[src/verilog/sem_host_pkg.sv]
// Package for the semaphore port controller: constants, types, behaviour list
// Behaviour
// Device offers eight semaphore flags separate from the RAM array.
// Each flag has one request latch per port feeding one owner element.
// First side presenting zero reads low; the other side reads high.
// Ownership holds until the owner writes one; other side cannot release.
// Owner releasing with the other side pending hands the token over.
// New owner stays low until it writes one to its own latch.
// Concurrent requests grant the token to exactly one port.
// The earlier zero-write wins the token.
// Same-instant requests go to either port, but only one.
// Winner reads back zero; loser reads back one.
// Host claims by writing zero first, then reading back.
// After failure host re-reads or writes one to withdraw.
// Host writes one to a flag it holds or requested but no longer needs.
// Device does not initialise request latches at power-up.
// Host writes one to every flag at start-up to free them.
// Only the lowest data line carries request (zero) or release (one).
// Select low picks semaphore space; low three address lines pick flag.
// Device replicates the flag onto every data output bit.
// Read latches on select and output enable; deassert between reads.
// A clocked device synchronises and edge-detects strobes.
`default_nettype none
package sem_host_pkg;
    localparam int FLAG_COUNT   = 8;
    localparam int INDEX_W      = 3;
    localparam int ADDR_W       = 12;
    localparam int DATA_W       = 16;
    localparam logic DATA_REQ   = 1'b0;
    localparam logic DATA_REL   = 1'b1;
    localparam real  T_SETUP_NS = 20.0;
    localparam real  T_PULSE_NS = 20.0;
    localparam real  T_CLK_NS   = 4.0;
    localparam int SETUP_CYC = (int'($ceil(T_SETUP_NS / T_CLK_NS)) < 1) ? 1
                             : int'($ceil(T_SETUP_NS / T_CLK_NS));
    localparam int PULSE_CYC = (int'($ceil(T_PULSE_NS / T_CLK_NS)) < 1) ? 1
                             : int'($ceil(T_PULSE_NS / T_CLK_NS));
    localparam int CNT_W = 4;
    localparam int SYNC_LAST = 2;

    typedef enum logic [1:0] {
        OP_RELEASE,
        OP_CLAIM,
        OP_POLL,
        OP_INIT
    } sem_op_e;

    typedef struct packed {
        sem_op_e             op;
        logic [INDEX_W-1:0]  flagIndex;
    } sem_cmd_s;

    typedef struct packed {
        logic                won;
        logic                flagValue;
        logic [INDEX_W-1:0]  flagIndex;
    } sem_rsp_s;

    typedef struct packed {
        logic                semSelN;
        logic                outEnN;
        logic                writeN;
        logic [ADDR_W-1:0]   addr;
        logic [DATA_W-1:0]   dataOut;
        logic                dataOe;
    } sem_pins_s;
endpackage
`default_nettype wire

[src/verilog/sem_owner_table.sv]
// Small memory of which flags this port holds or has requested
`default_nettype none
module sem_owner_table (
    // Clock and reset
    input  wire logic                                clk_sys,
    input  wire logic                                resetn,
    // Update port
    input  wire logic                                wrEn,
    input  wire logic [sem_host_pkg::INDEX_W-1:0]    wrIndex,
    input  wire logic                                wrHeld,
    input  wire logic                                wrPending,
    // State out
    output logic [sem_host_pkg::FLAG_COUNT-1:0]      held,
    output logic [sem_host_pkg::FLAG_COUNT-1:0]      pending
);
    logic [sem_host_pkg::FLAG_COUNT-1:0] held_reg;
    logic [sem_host_pkg::FLAG_COUNT-1:0] held_next;
    logic [sem_host_pkg::FLAG_COUNT-1:0] pend_reg;
    logic [sem_host_pkg::FLAG_COUNT-1:0] pend_next;

    always_comb begin
        held_next = held_reg;
        pend_next = pend_reg;
        if (wrEn) begin
            held_next[wrIndex] = wrHeld;
            pend_next[wrIndex] = wrPending;
        end
    end

    always_ff @(posedge clk_sys or negedge resetn) begin
        if (!resetn) begin
            held_reg <= '0;
            pend_reg <= '0;
        end else begin
            held_reg <= held_next;
            pend_reg <= pend_next;
        end
    end

    assign held    = held_reg;
    assign pending = pend_reg;
endmodule
`default_nettype wire

[src/verilog/sem_host.sv]
// Port controller that claims, polls and releases the semaphore flags
`default_nettype none
module sem_host (
    // Clock and reset
    input  wire logic                                clk_sys,
    input  wire logic                                resetn,
    // Command
    input  wire logic                                cmdValid,
    output logic                                     cmdReady,
    input  wire sem_host_pkg::sem_cmd_s              cmd,
    // Response
    output logic                                     rspValid,
    output sem_host_pkg::sem_rsp_s                   rsp,
    // Flag state
    output logic [sem_host_pkg::FLAG_COUNT-1:0]      heldFlags,
    output logic [sem_host_pkg::FLAG_COUNT-1:0]      pendingFlags,
    output logic                                     initDone,
    // Device pins
    output sem_host_pkg::sem_pins_s                  pins,
    input  wire logic [sem_host_pkg::DATA_W-1:0]     dataIn
);
    typedef enum logic [3:0] {
        S_INIT_SETUP,
        S_INIT_WRITE,
        S_IDLE,
        S_WR_SETUP,
        S_WR_PULSE,
        S_GAP,
        S_RD_SETUP,
        S_RD_WAIT,
        S_RD_SAMPLE,
        S_DONE
    } state_e;

    state_e                              state_reg;
    state_e                              state_next;
    logic [sem_host_pkg::CNT_W-1:0]      cnt_reg;
    logic [sem_host_pkg::CNT_W-1:0]      cnt_next;
    sem_host_pkg::sem_cmd_s              cur_reg;
    sem_host_pkg::sem_cmd_s              cur_next;
    sem_host_pkg::sem_pins_s             pins_reg;
    sem_host_pkg::sem_pins_s             pins_next;
    sem_host_pkg::sem_rsp_s              rsp_reg;
    sem_host_pkg::sem_rsp_s              rsp_next;
    logic                                rspValid_reg;
    logic                                rspValid_next;
    logic                                initDone_reg;
    logic                                initDone_next;
    logic [sem_host_pkg::INDEX_W-1:0]    initIdx_reg;
    logic [sem_host_pkg::INDEX_W-1:0]    initIdx_next;
    logic [sem_host_pkg::DATA_W-1:0]     din1_reg;
    logic [sem_host_pkg::DATA_W-1:0]     din2_reg;
    logic [sem_host_pkg::DATA_W-1:0]     din3_reg;
    logic                                tabWr;
    logic                                tabHeld;
    logic                                tabPend;
    logic [sem_host_pkg::INDEX_W-1:0]    tabIdx;
    logic [sem_host_pkg::FLAG_COUNT-1:0] held;
    logic [sem_host_pkg::FLAG_COUNT-1:0] pending;

    localparam logic [sem_host_pkg::CNT_W-1:0] SETUP_LAST =
        sem_host_pkg::CNT_W'(sem_host_pkg::SETUP_CYC - 1);
    localparam logic [sem_host_pkg::CNT_W-1:0] PULSE_LAST =
        sem_host_pkg::CNT_W'(sem_host_pkg::PULSE_CYC - 1);
    localparam logic [sem_host_pkg::CNT_W-1:0] SYNC_END =
        sem_host_pkg::CNT_W'(sem_host_pkg::SYNC_LAST);
    localparam logic [sem_host_pkg::INDEX_W-1:0] LAST_IDX =
        sem_host_pkg::INDEX_W'(sem_host_pkg::FLAG_COUNT - 1);

    // Idle pin state: nothing selected, bus released
    function automatic sem_host_pkg::sem_pins_s idlePins();
        sem_host_pkg::sem_pins_s p;
        p = '0;
        p.semSelN = 1'b1;
        p.outEnN  = 1'b1;
        p.writeN  = 1'b1;
        return p;
    endfunction

    // Address with flag index in low bits, others zero
    function automatic logic [sem_host_pkg::ADDR_W-1:0] flagAddr(
        input logic [sem_host_pkg::INDEX_W-1:0] idx);
        return {{(sem_host_pkg::ADDR_W-sem_host_pkg::INDEX_W){1'b0}},
                idx};
    endfunction

    // Write data with the request bit on the lowest line
    function automatic logic [sem_host_pkg::DATA_W-1:0] flagData(
        input logic bitVal);
        return {{(sem_host_pkg::DATA_W-1){1'b0}}, bitVal};
    endfunction

    sem_owner_table u_table (
        .clk_sys   (clk_sys),
        .resetn    (resetn),
        .wrEn      (tabWr),
        .wrIndex   (tabIdx),
        .wrHeld    (tabHeld),
        .wrPending (tabPend),
        .held      (held),
        .pending   (pending)
    );

    // Data input synchroniser
    always_ff @(posedge clk_sys or negedge resetn) begin
        if (!resetn) begin
            din1_reg <= '0;
            din2_reg <= '0;
            din3_reg <= '0;
        end else begin
            din1_reg <= dataIn;
            din2_reg <= din1_reg;
            din3_reg <= din2_reg;
        end
    end

    always_comb begin
        state_next    = state_reg;
        cnt_next      = cnt_reg;
        cur_next      = cur_reg;
        pins_next     = pins_reg;
        rsp_next      = rsp_reg;
        rspValid_next = 1'b0;
        initDone_next = initDone_reg;
        initIdx_next  = initIdx_reg;
        tabWr         = 1'b0;
        tabIdx        = cur_reg.flagIndex;
        tabHeld       = 1'b0;
        tabPend       = 1'b0;
        case (state_reg)
            // Release every flag at start-up
            S_INIT_SETUP: begin
                pins_next.semSelN = 1'b0;
                pins_next.addr    = flagAddr(initIdx_reg);
                pins_next.dataOut = flagData(sem_host_pkg::DATA_REL);
                pins_next.dataOe  = 1'b1;
                pins_next.writeN  = 1'b1;
                cnt_next = cnt_reg + 1'b1;
                if (cnt_reg == SETUP_LAST) begin
                    cnt_next = '0;
                    pins_next.writeN = 1'b0;
                    state_next = S_INIT_WRITE;
                end
            end
            S_INIT_WRITE: begin
                cnt_next = cnt_reg + 1'b1;
                if (cnt_reg == PULSE_LAST) begin
                    cnt_next  = '0;
                    pins_next = idlePins();
                    tabWr     = 1'b1;
                    tabIdx    = initIdx_reg;
                    if (initIdx_reg == LAST_IDX) begin
                        initDone_next = 1'b1;
                        state_next = S_IDLE;
                    end else begin
                        initIdx_next = initIdx_reg + 1'b1;
                        state_next = S_INIT_SETUP;
                    end
                end
            end
            S_IDLE: begin
                if (cmdValid) begin
                    cur_next = cmd;
                    cnt_next = '0;
                    pins_next.semSelN = 1'b0;
                    pins_next.addr    = flagAddr(cmd.flagIndex);
                    if (cmd.op == sem_host_pkg::OP_POLL) begin
                        state_next = S_RD_SETUP;
                    end else if (cmd.op == sem_host_pkg::OP_INIT) begin
                        initIdx_next  = '0;
                        initDone_next = 1'b0;
                        pins_next     = idlePins();
                        state_next    = S_INIT_SETUP;
                    end else begin
                        pins_next.dataOe  = 1'b1;
                        pins_next.dataOut = flagData(
                            cmd.op == sem_host_pkg::OP_CLAIM ?
                            sem_host_pkg::DATA_REQ : sem_host_pkg::DATA_REL);
                        state_next = S_WR_SETUP;
                    end
                end
            end
            S_WR_SETUP: begin
                cnt_next = cnt_reg + 1'b1;
                if (cnt_reg == SETUP_LAST) begin
                    cnt_next = '0;
                    pins_next.writeN = 1'b0;
                    state_next = S_WR_PULSE;
                end
            end
            S_WR_PULSE: begin
                cnt_next = cnt_reg + 1'b1;
                if (cnt_reg == PULSE_LAST) begin
                    cnt_next  = '0;
                    pins_next = idlePins();
                    if (cur_reg.op == sem_host_pkg::OP_RELEASE) begin
                        tabWr = 1'b1;
                        tabHeld = 1'b0;
                        tabPend = 1'b0;
                        rsp_next.won       = 1'b0;
                        rsp_next.flagValue = sem_host_pkg::DATA_REL;
                        rsp_next.flagIndex = cur_reg.flagIndex;
                        state_next = S_DONE;
                    end else begin
                        state_next = S_GAP;
                    end
                end
            end
            S_GAP: begin
                pins_next.semSelN = 1'b0;
                pins_next.addr    = flagAddr(cur_reg.flagIndex);
                state_next = S_RD_SETUP;
            end
            S_RD_SETUP: begin
                pins_next.outEnN = 1'b0;
                state_next = S_RD_WAIT;
            end
            S_RD_WAIT: begin
                cnt_next = cnt_reg + 1'b1;
                if (cnt_reg == PULSE_LAST) begin
                    cnt_next = '0;
                    state_next = S_RD_SAMPLE;
                end
            end
            S_RD_SAMPLE: begin
                // Data settled through the synchroniser
                cnt_next = cnt_reg + 1'b1;
                if (cnt_reg == SYNC_END) begin
                    cnt_next  = '0;
                    pins_next = idlePins();
                    tabWr = 1'b1;
                    rsp_next.flagValue = din3_reg[0];
                    rsp_next.won = (din3_reg[0] == sem_host_pkg::DATA_REQ)
                                && (din2_reg[0] == din3_reg[0]);
                    rsp_next.flagIndex = cur_reg.flagIndex;
                    tabHeld = rsp_next.won;
                    tabPend = !rsp_next.won;
                    state_next = S_DONE;
                end
            end
            S_DONE: begin
                rspValid_next = 1'b1;
                state_next = S_IDLE;
            end
            default: begin
                pins_next  = idlePins();
                state_next = S_IDLE;
            end
        endcase
    end

    always_ff @(posedge clk_sys or negedge resetn) begin
        if (!resetn) begin
            state_reg    <= S_INIT_SETUP;
            cnt_reg      <= '0;
            cur_reg      <= '0;
            pins_reg     <= idlePins();
            rsp_reg      <= '0;
            rspValid_reg <= 1'b0;
            initDone_reg <= 1'b0;
            initIdx_reg  <= '0;
        end else begin
            state_reg    <= state_next;
            cnt_reg      <= cnt_next;
            cur_reg      <= cur_next;
            pins_reg     <= pins_next;
            rsp_reg      <= rsp_next;
            rspValid_reg <= rspValid_next;
            initDone_reg <= initDone_next;
            initIdx_reg  <= initIdx_next;
        end
    end

    assign cmdReady     = (state_reg == S_IDLE);
    assign rspValid     = rspValid_reg;
    assign rsp          = rsp_reg;
    assign pins         = pins_reg;
    assign heldFlags    = held;
    assign pendingFlags = pending;
    assign initDone     = initDone_reg;
endmodule
`default_nettype wire

[config.mk]
export PLATFORM = sky130hd
export DESIGN_NAME = sem_host
export DESIGN_NICKNAME = d
export VERILOG_FILES = /design/src/verilog/sem_host_pkg.sv /design/src/verilog/sem_owner_table.sv /design/src/verilog/sem_host.sv
export SDC_FILE = /design/constraint.sdc
export NUM_CORES = 1
export LEC_CHECK = 0
export ABC_AREA = 1
export BUFFER_PORTS_ARGS = -buffer_cell sky130_fd_sc_hd__buf_2
export CAP_MARGIN = 20
export CORE_ASPECT_RATIO = 1.1
export CORE_MARGIN = 2
export CORE_UTILIZATION = 25
export CTS_CLUSTER_DIAMETER = 150
export DETAILED_ROUTE_END_ITERATION = 8
export GPL_TIMING_DRIVEN = 0
export PLACE_DENSITY = 0.42
export SLEW_MARGIN = 5
export SYNTH_ARGS = -nofsm -noshare
export SYNTH_HDL_FRONTEND = slang
export SYNTH_SLANG_ARGS = --single-unit
[constraint.sdc]
create_clock -name clk_sys -period 1.59 [get_ports clk_sys]
set_input_delay 0.2385 -clock clk_sys [delete_from_list [all_inputs] [get_ports clk_sys]]
set_output_delay 0.2385 -clock clk_sys [all_outputs]
set_load 0.02 [all_outputs]
==> flow_metrics.tcl, run 1 <==
set metrics [dict create \
    status "complete, but fails checks" \
    failed_checks "negative setup slack" \
    arrival_ns 1.95 \
    synth_area_sq_mm 0.00305 \
    viasPerCell 4.20 \
    p_comb_share_pct 55.5 \
    multi_input_area_sq_mm 0.00168 \
    yosysMostFrequentCell "nand2_1" \
    ir_worst_vdd_mv 0.716 \
    hold_path.class "in2reg" \
    startpoint_type "flop" \
    start_util_pct 25.5 \
    grt_antenna_before_repair 0 \
    yosysSeqAreaShare_pct 41.1 \
    num_rows 42 \
    fin_nets 495 \
    r2r_cells 9 \
    register_area_sq_mm 0.00126 \
    timing.hold.ws_ns 0.0499 \
    swShare_pct 46.4 \
    die_w_microns 109 \
    synth-edff-count 0 \
    grt_max_degree 28 \
    worstSetupEndpointType "flop" \
    intPower_w 0.00411 \
    die_h_microns 120 \
    total_power_w 0.00767 \
    synth-adder-area-share_pct 2.05 \
    timing.fmax_mhz 584 \
    avgRoutedWirePerCell_microns 12.3 \
    ff2ff_setup_slack_ns -0.12 \
    hpwl_mm 5.75 \
    ant_nets 0 \
    num_vias 2606 \
    startpoint "cnt_reg[1]$_DFFE_PN0P_" \
    cts_tree "built" \
    drv_slew 0 \
    r2r-end "u_table.pending[5]$_DFFE_PN0P_" \
    cts-buffers-inserted 5 \
    yosys_warnings 0 \
    min_from "dataIn[0]" \
    min_path_cells 1 \
    dr.pass1.iters 4 \
    clk_path_buf_depth 2 \
    p_sw_w 0.00356 \
    finalClockSkew_ns 0.00706 \
    p_leak_nw 2.11 \
    synth_compound_area_share_pct 6.77 \
    min_period_ns 1.71 \
    synth_ff_type "dfrtp_1" \
    final-hold-violation-count 0 \
    rsz0062_at_grt "yes" \
    pwr-share-seq_pct 25.8 \
    yosys.area_share.simple_pct 39.4 \
    diodes 0 \
    grt_pass1_vias 2478 \
    netlist_instances 377 \
    grt_util_all_layers_pct 12.5 \
    synthMuxAreaShare_pct 0 \
    r2r_start "cnt_reg[1]$_DFFE_PN0P_" \
    power.share.clock_pct 18.7 \
    synthArstFlopShare_pct 100 \
    first_iter_violations 98 \
    drc 0 \
    post-route-period-util_pct 108 \
    hold_path_end "din1_reg[0]$_DFF_PN0_" \
    area_delta_synth_final_pct 32.0 \
    cp_data_required_time_ns 1.83 \
    p_per_area_mw_per_mm2 1900 \
    wl_mm 7.65 \
    drv_cap 0 \
    setup_slack_ns -0.123 \
    synth_top_family_by_area "simple AND/OR/NAND/NOR gates" \
    crit_type "reg2reg" \
    synth.largest_area_cell "dfrtp_1" \
    synth-seq-cells 50 \
    ios 80 \
    fillers 1312 \
    grt_pass1_wl_mm 12.6 \
    syn_avg_cell_area_sq_um 8.09 \
    crit_fanout 7 \
    cts_root_buf "clkbuf_16" \
    dieArea_sq_mm 0.0131 \
    dpl_worst_slack_ns -0.314 \
    gr-total-overflow 0 \
    htreeDepth 2 \
    setup_viol 29 \
    netlist_top_cells_count "nand2_1, dfrtp_1, nand3_1, nor2_1, buf_4" \
    numPortBuffers 40 \
    cts_sinks 50 \
    worst_slew_pin_slew_ns 0.602 \
    clk_latency_ns 0.30 \
    clk_pin_slew_ns 0.07 \
    synth_top_area_share_pct 38.5 \
    core_sq_mm 0.0120 \
    synth.area.top_cells "dfrtp_1, nand2_1, buf_4" \
    slew_headroom_pct 59.9 \
    synth_xor_area_share_pct 0.287 \
    drive_gt1_share_pct 38.1 \
    yosys.cell_types.count 31 \
    gp_congestion 0.851 \
]
[area by class of cell]
type	instances	area share, %
Timing Repair Buffer	59	9.47
Multi-Input combinational cell	296	41.6
Clock buffer	5	3.11
Buffer	27	5.31
Clock inverter	3	1.71
Sequential cell	50	31.2
Tap cell	154	4.78
Inverter	27	2.76
[layout by cell type, fill, tap and decap left out, types with 4 or more instances in the layout]
master,count
a21oi_1,6
clkbuf_16,5
nand2_1,104
buf_2,40
ha_1,4
nand3_1,31
conb_1,24
inv_1,20
buf_4,37
o21ai_1,11
nor2_4,17
nor2_1,21
nand2_4,6
nor2_2,10
nand2_2,26
buf_6,6
o21ai_0,14
inv_2,5
dfrtp_1,45
[metrics by stage]
| step | TNS, ns | cells | utilization, % | area (sq um) |
|---|---|---|---|---|
| floorplan | -0.454 | 400 | - | 3170 |
| global placement | -7.37 | 594 | 29.7 | 3560 |
| detailed placement | -7.78 | 595 | 29.9 | 3580 |
| CTS | -2.17 | 616 | 32.7 | 3920 |
| global route | -6.61 | 621 | 33.6 | 4030 |
| finish | -2.07 | 621 | 33.6 | 4030 |
[per-layer routing]
layer	wire length, microns	part of all wire, %	global-route usage (%)	up-vias
li1	-	-	-	1336
met1	3360	44	15.7	1195
met2	3810	50	21.3	61
met3	298	3.9	2.01	14
met4	174	2.3	4.83	0
met5	0	0	0	-
[logic make-up (layout without fill, tap and decap cells)]
group / after synthesis / count (layout)
DFF: 50 / 50
AOI/OAI and AO/OA: 38 / 38
xor gates and xnor gates: 1 / 1
adders and majority gates: 5 / 5
other: 1 / 24
and+or+nand+nor: 228 / 228
buffers and inverters: 54 / 121
[critical path, stage by stage, from the launching register on]
cell     delay, ns
dfrtp_1       0.42
inv_2         0.09
ha_4          0.15
nand3_2       0.22
nor2_4        0.19
nor2_4        0.07
nor2_4        0.16
buf_2         0.19
nand3_1       0.08
nand2_1       0.09
[repair_timing]
item | in CTS | in global routing
cloned | 2 | 0
hold endpoints to repair | 20 | 0
hold buffers | 1 | 0
buffers inserted | 10 | 5
endpoints found under the setup margin | 39 | 42
pin swaps | 5 | 5
gates resized for setup | 17 | 18
[power groups by stage]
stage / sequential [W] / combinational, W / clock [W]
finish: 0.00197 / 0.00426 / 0.00143
detailed placement: 0.00200 / 0.00374 / 0
floorplan: 0.00211 / 0.00274 / 0
CTS: 0.00197 / 0.00403 / 0.00147
global route: 0.00203 / 0.00476 / 0.00151
global placement: 0.00199 / 0.00371 / 0
[worst max-delay path by stage]
stage	to	slack, ns	cells after the start
after CTS	u_table.held[7]$_DFFE_PN0P_	-0.11	12
after global placement	u_table.held[7]$_DFFE_PN0P_	-0.29	10
after detailed placement	u_table.held[7]$_DFFE_PN0P_	-0.31	10
after floorplan	u_table.held[4]$_DFFE_PN0P_	-0.04	12
after global routing	u_table.held[7]$_DFFE_PN0P_	-0.24	12
final	u_table.pending[5]$_DFFE_PN0P_	-0.12	9
(Power assumes the default switching activity.)
==> run 2: changes to the inputs <==
--- a/config.mk
+++ b/config.mk
@@ -6,7 +6,7 @@
 export NUM_CORES = 1
 export LEC_CHECK = 0
 export ABC_AREA = 1
-export BUFFER_PORTS_ARGS = -buffer_cell sky130_fd_sc_hd__buf_2
+export BUFFER_PORTS_ARGS = -buffer_cell sky130_fd_sc_hd__buf_4
 export CAP_MARGIN = 20
 export CORE_ASPECT_RATIO = 1.1
 export CORE_MARGIN = 2
==> constraint.sdc (replaced) <==
create_clock -name clk_sys -period 1.5 [get_ports clk_sys]
set_input_delay 0.225 -clock clk_sys [delete_from_list [all_inputs] [get_ports clk_sys]]
set_output_delay 0.225 -clock clk_sys [all_outputs]
set_load 0.02 [all_outputs]
==> flow_metrics.tcl, run 2 (synthesis gave the netlist of run 1 again) <==
set metrics [dict create \
    timing.fmax_mhz 571 \
    htreeDepth 2 \
    rsz0062_at_grt "yes" \
    ir_worst_vdd_mv 0.684 \
    finish.utilization_pct 36.3 \
    first_iter_violations 194 \
    cp_data_required_time_ns 1.69 \
    drive_gt1_share_pct 42.2 \
    setup_slack_ns -0.251 \
    avgRoutedWirePerCell_microns 12.5 \
    dieArea_sq_mm 0.0131 \
    slew_headroom_pct 55.6 \
    num_vias 2643 \
    final-hold-violation-count 0 \
    num_rows 42 \
    r2r_start "cnt_reg[0]$_DFFE_PN0P_" \
    gp_congestion 0.811 \
    cts_tree "built" \
    hpwl_mm 5.63 \
    area_delta_synth_final_pct 42.5 \
    die_w_microns 109 \
    layout_commonest_cell "nand2_1" \
    drc 0 \
    drv_cap 0 \
    hold_path.class "in2reg" \
    numPortBuffers 40 \
    grt_pass1_wl_mm 12.7 \
    clk_path_buf_depth 2 \
    grt_antenna_before_repair 0 \
    dr.pass1.iters 4 \
    grt_pass1_vias 2487 \
    fin_cells 630 \
    gr-total-overflow 0 \
    total_power_w 0.00880 \
    finalClockSkew_ns 0.00530 \
    drv_slew 0 \
    cts_sinks 50 \
    die_h_microns 120 \
    clk_latency_ns 0.29 \
    ant_nets 0 \
    viasPerCell 4.20 \
    min_period_ns 1.75 \
    arrival_ns 1.94 \
    timing.hold.ws_ns 0.0387 \
    worstSetupEndpointType "flop" \
    mostFrequentLayoutCells "nand2_1, buf_4, dfrtp_1" \
    ios 80 \
    placed_cells 594 \
    tns_ns -5.76 \
    crit_type "reg2reg" \
    grt_util_all_layers_pct 12.5 \
    cts-buffers-inserted 5 \
    crit_fanout 4 \
    wl_mm 7.87 \
    startpoint_type "flop" \
    fin_nets 504 \
    min_from "dataIn[0]" \
    diodes 0 \
    clk_pin_slew_ns 0.07 \
    start_util_pct 25.5 \
    worst_slew_pin_slew_ns 0.666 \
    cts_root_buf "clkbuf_16" \
    core_sq_mm 0.0120 \
    status "complete, but fails checks" \
    failed_checks "negative setup slack" \
    startpoint "cnt_reg[0]$_DFFE_PN0P_" \
    p_per_area_mw_per_mm2 2020 \
    p_leak_nw 2.20 \
    setup_viol 42 \
    grt_max_degree 51 \
    post-route-period-util_pct 117 \
]
==> run 2: cell count changes in the layout (fill, tap and decap cells not counted), sizes merged <==
cell    change
bufinv      -1
buf         +9
inv         +1
==> run 2: cell type report <==
cell class / instances / area [sq um]
Buffer: 27 / 214
Clock buffer: 5 / 125
Clock inverter: 3 / 43.8
Fill cell: 1257 / 7630
Inverter: 27 / 111
Multi-Input combinational cell: 296 / 1830
Sequential cell: 50 / 1260
Tap cell: 154 / 193
Timing Repair Buffer: 68 / 569
==> run 2: path summary, 6_finish.rpt <==
path / slack (ns) / to / cells past startpoint
min in group asynchronous: 0.51 / rspValid$_DFF_PN0_ / 2
max in group asynchronous: 0.52 / state_reg[1]$_DFFE_PN0P_ / 2
min reg2reg: 0.35 / din2_reg[0]$_DFF_PN0_ / 0
max: -0.25 / pins[0]$_DFFE_PN0P_ / 11
max reg2reg: -0.25 / pins[0]$_DFFE_PN0P_ / 11
min: 0.04 / din1_reg[0]$_DFF_PN0_ / 1
==> run 2: metal layers <==
| layer | track usage, % | share of wire, % | vias up |
|---|---|---|---|
| li1 | - | - | 1353 |
| met3 | 1.90 | 3.5 | 9 |
| met4 | 3.88 | 2.0 | 0 |
| met1 | 16.2 | 43 | 1230 |
| met2 | 21.0 | 52 | 51 |
| met5 | 0 | 0 | - |
==> run 2: what timing repair did <==
action	4_1_cts	5_1_grt
hold buffers	1	0
pin swaps	7	18
cloned	2	0
setup buffers	9	16
setup endpoints to repair	44	47
endpoints found under the hold margin	3	0
gates resized for setup	19	54
==> run 2: critical path, stage by stage, from the launching register on <==
cell and delay (ns):
dfrtp_1 0.40, inv_2 0.10, ha_4 0.16, buf_4 0.11, nand3_4 0.15, buf_12 0.20
nand2_8 0.08, nand3_4 0.10, nor2_4 0.17, nand2_2 0.07, nand2_1 0.05, nand2_1 0.04
==> run 2: power breakdown <==
group	leakage, nW	total, W	internal, W	switching (W)
sequential	0.641	0.00210	0.00176	0.000341
clock	0.0842	0.00133	0.000791	0.000536
combinational	1.48	0.00537	0.00211	0.00326
total	2.20	0.00880	0.00466	0.00413
==> run 2: metrics by stage <==
step / worst slack, ns / area, sq um
global placement: -0.376 / 3670
global route: -0.344 / 4350
finish: -0.251 / 4350
CTS: -0.182 / 3990
detailed placement: -0.406 / 3670
floorplan: -0.129 / 3170
==> run 3: changes to the inputs <==
--- a/config.mk
+++ b/config.mk
@@ -15,6 +15,7 @@
 export DETAILED_ROUTE_END_ITERATION = 8
 export GPL_TIMING_DRIVEN = 0
 export PLACE_DENSITY = 0.42
+export RECOVER_POWER = 100
 export SLEW_MARGIN = 5
 export SYNTH_ARGS = -nofsm -noshare
 export SYNTH_HDL_FRONTEND = slang
==> flow_metrics.tcl, run 3 (synthesis gave the netlist of run 1 again) <==
set metrics [dict create \
    rsz0062_at_grt "yes" \
    final-hold-violation-count 0 \
    clk_path_buf_depth 2 \
    avgRoutedWirePerCell_microns 12.5 \
    drc 0 \
    ant_nets 0 \
    area_delta_synth_final_pct 38.9 \
    numPortBuffers 40 \
    fin_nets 504 \
    tns_ns -5.83 \
    start_util_pct 25.5 \
    worstSetupEndpointType "flop" \
    gr-total-overflow 0 \
    finalClockSkew_ns 0.00514 \
    status "complete, but fails checks" \
    pwr-share-seq_pct 24.1 \
    num_vias 2640 \
    grt_antenna_before_repair 0 \
    p_leak_nw 2.08 \
    drv_slew 0 \
    drv_cap 0 \
    cts_tree "built" \
    top_usage_layer "met2" \
    first_iter_violations 193 \
    grt_util_all_layers_pct 12.5 \
    intPower_w 0.00455 \
    wl_mm 7.89 \
    timing.fmax_mhz 570 \
    worst_slew_pin_slew_ns 0.723 \
    ir_worst_vdd_mv 0.679 \
    grt_pass1_wl_mm 12.7 \
    cts-buffers-inserted 5 \
    failed_checks "negative setup slack" \
    slew_headroom_pct 51.8 \
    grt_max_degree 51 \
    setup_slack_ns -0.253 \
    clk_latency_ns 0.29 \
    cts_sinks 50 \
    cts_root_buf "clkbuf_16" \
    ios 80 \
    core_sq_mm 0.0120 \
    dieArea_sq_mm 0.0131 \
    clk_pin_slew_ns 0.07 \
    hpwl_mm 5.63 \
    crit_type "reg2reg" \
    drive_gt1_share_pct 35.9 \
    hold_path.class "in2reg" \
    diodes 0 \
    dr.pass1.iters 4 \
    dpl_worst_slack_ns -0.406 \
    gp_congestion 0.811 \
    num_rows 42 \
    crit_fanout 4 \
    use_met2_pct 21.0 \
    viasPerCell 4.19 \
    p_sw_w 0.00412 \
    min_period_ns 1.75 \
    die_h_microns 120 \
    htreeDepth 2 \
    p_comb_share_pct 60.6 \
    grt.met1_usage_pct 16.2 \
    layout_commonest_cell "nand2_1" \
    die_w_microns 109 \
    post-route-period-util_pct 117 \
    setup_viol 42 \
    use_met3_pct 1.90 \
    mostFrequentLayoutCells "nand2_1, buf_4, dfrtp_1" \
    arrival_ns 1.94 \
    power.share.clock_pct 15.3 \
    p_per_area_mw_per_mm2 2050 \
    swShare_pct 47.5 \
    startpoint_type "flop" \
    grt_pass1_vias 2487 \
    cp_data_required_time_ns 1.69 \
]
==> run 3: routing by layer <==
layer / share of wire, % / vias up
met1: 44 / 1229
li1: - / 1356
met3: 3.3 / 10
met2: 51 / 45
met4: 2.0 / 0
met5: 0 / -
==> run 3: path summary, 6_finish.rpt <==
path	startpoint	to	slack, ns	cells past startpoint
worst max register to register	cnt_reg[0]$_DFFE_PN0P_	pins[0]$_DFFE_PN0P_	-0.25	11
min in group asynchronous	resetn	rspValid$_DFF_PN0_	0.55	2
worst min register to register	din1_reg[0]$_DFF_PN0_	din2_reg[0]$_DFF_PN0_	0.35	0
worst max-delay path	cnt_reg[0]$_DFFE_PN0P_	pins[0]$_DFFE_PN0P_	-0.25	11
max in group asynchronous	resetn	state_reg[1]$_DFFE_PN0P_	0.44	2
worst min-delay path	dataIn[0]	din1_reg[0]$_DFF_PN0_	0.06	1
==> run 3: power by group through the flow <==
| stage | clock (W) | combinational [W] | sequential, W |
|---|---|---|---|
| 2_1_floorplan | 0 | 0.00291 | 0.00223 |
| 3_3_place_gp | 0 | 0.00404 | 0.00212 |
| 3_5_place_dp | 0 | 0.00404 | 0.00212 |
| 4_1_cts | 0.00137 | 0.00440 | 0.00210 |
| 5_1_grt | 0.00143 | 0.00583 | 0.00216 |
| 6_report | 0.00132 | 0.00525 | 0.00209 |
==> run 3: metrics by stage <==
step | power (W) | hold slack, ns | utilization [%] | cells | area (sq um)
finish | 0.00867 | 0.0629 | 35.4 | 630 | 4240
global route | 0.00942 | 0.0503 | 35.4 | 630 | 4240
CTS | 0.00787 | 0.0313 | 33.3 | 614 | 3990
detailed placement | 0.00617 | 0.314 | 30.6 | 594 | 3670
global placement | 0.00616 | 0.318 | 30.6 | 594 | 3670
floorplan | 0.00514 | -0.0706 | - | 400 | 3170
==> run 3: what timing repair did <==
action                                 in CTS  in global routing
setup endpoints to repair                  44                 47
pin swaps                                   7                 18
resized for setup                          19                 54
cloned                                      2                  0
hold buffers                                1                  0
endpoints found under the hold margin       3                  0
setup buffers                               9                 16
==> run 3: critical path, stage by stage (launching register included) <==
cell and delay, ns:
dfrtp_1 0.40, inv_2 0.10, ha_4 0.16, buf_4 0.11, nand3_4 0.15, buf_12 0.20
nand2_8 0.08, nand3_4 0.10, nor2_4 0.17, nand2_2 0.07, nand2_1 0.05, nand2_1 0.04
==> run 3: cell type report <==
class	instances	area, sq um
well taps	154	193
clock buffers	5	125
multi-input cells	296	1830
clock inverters	3	43.8
plain buffers	27	214
repair buffers	68	464
flip-flops and latches	50	1260
fillers	1271	7740
inverters	27	111
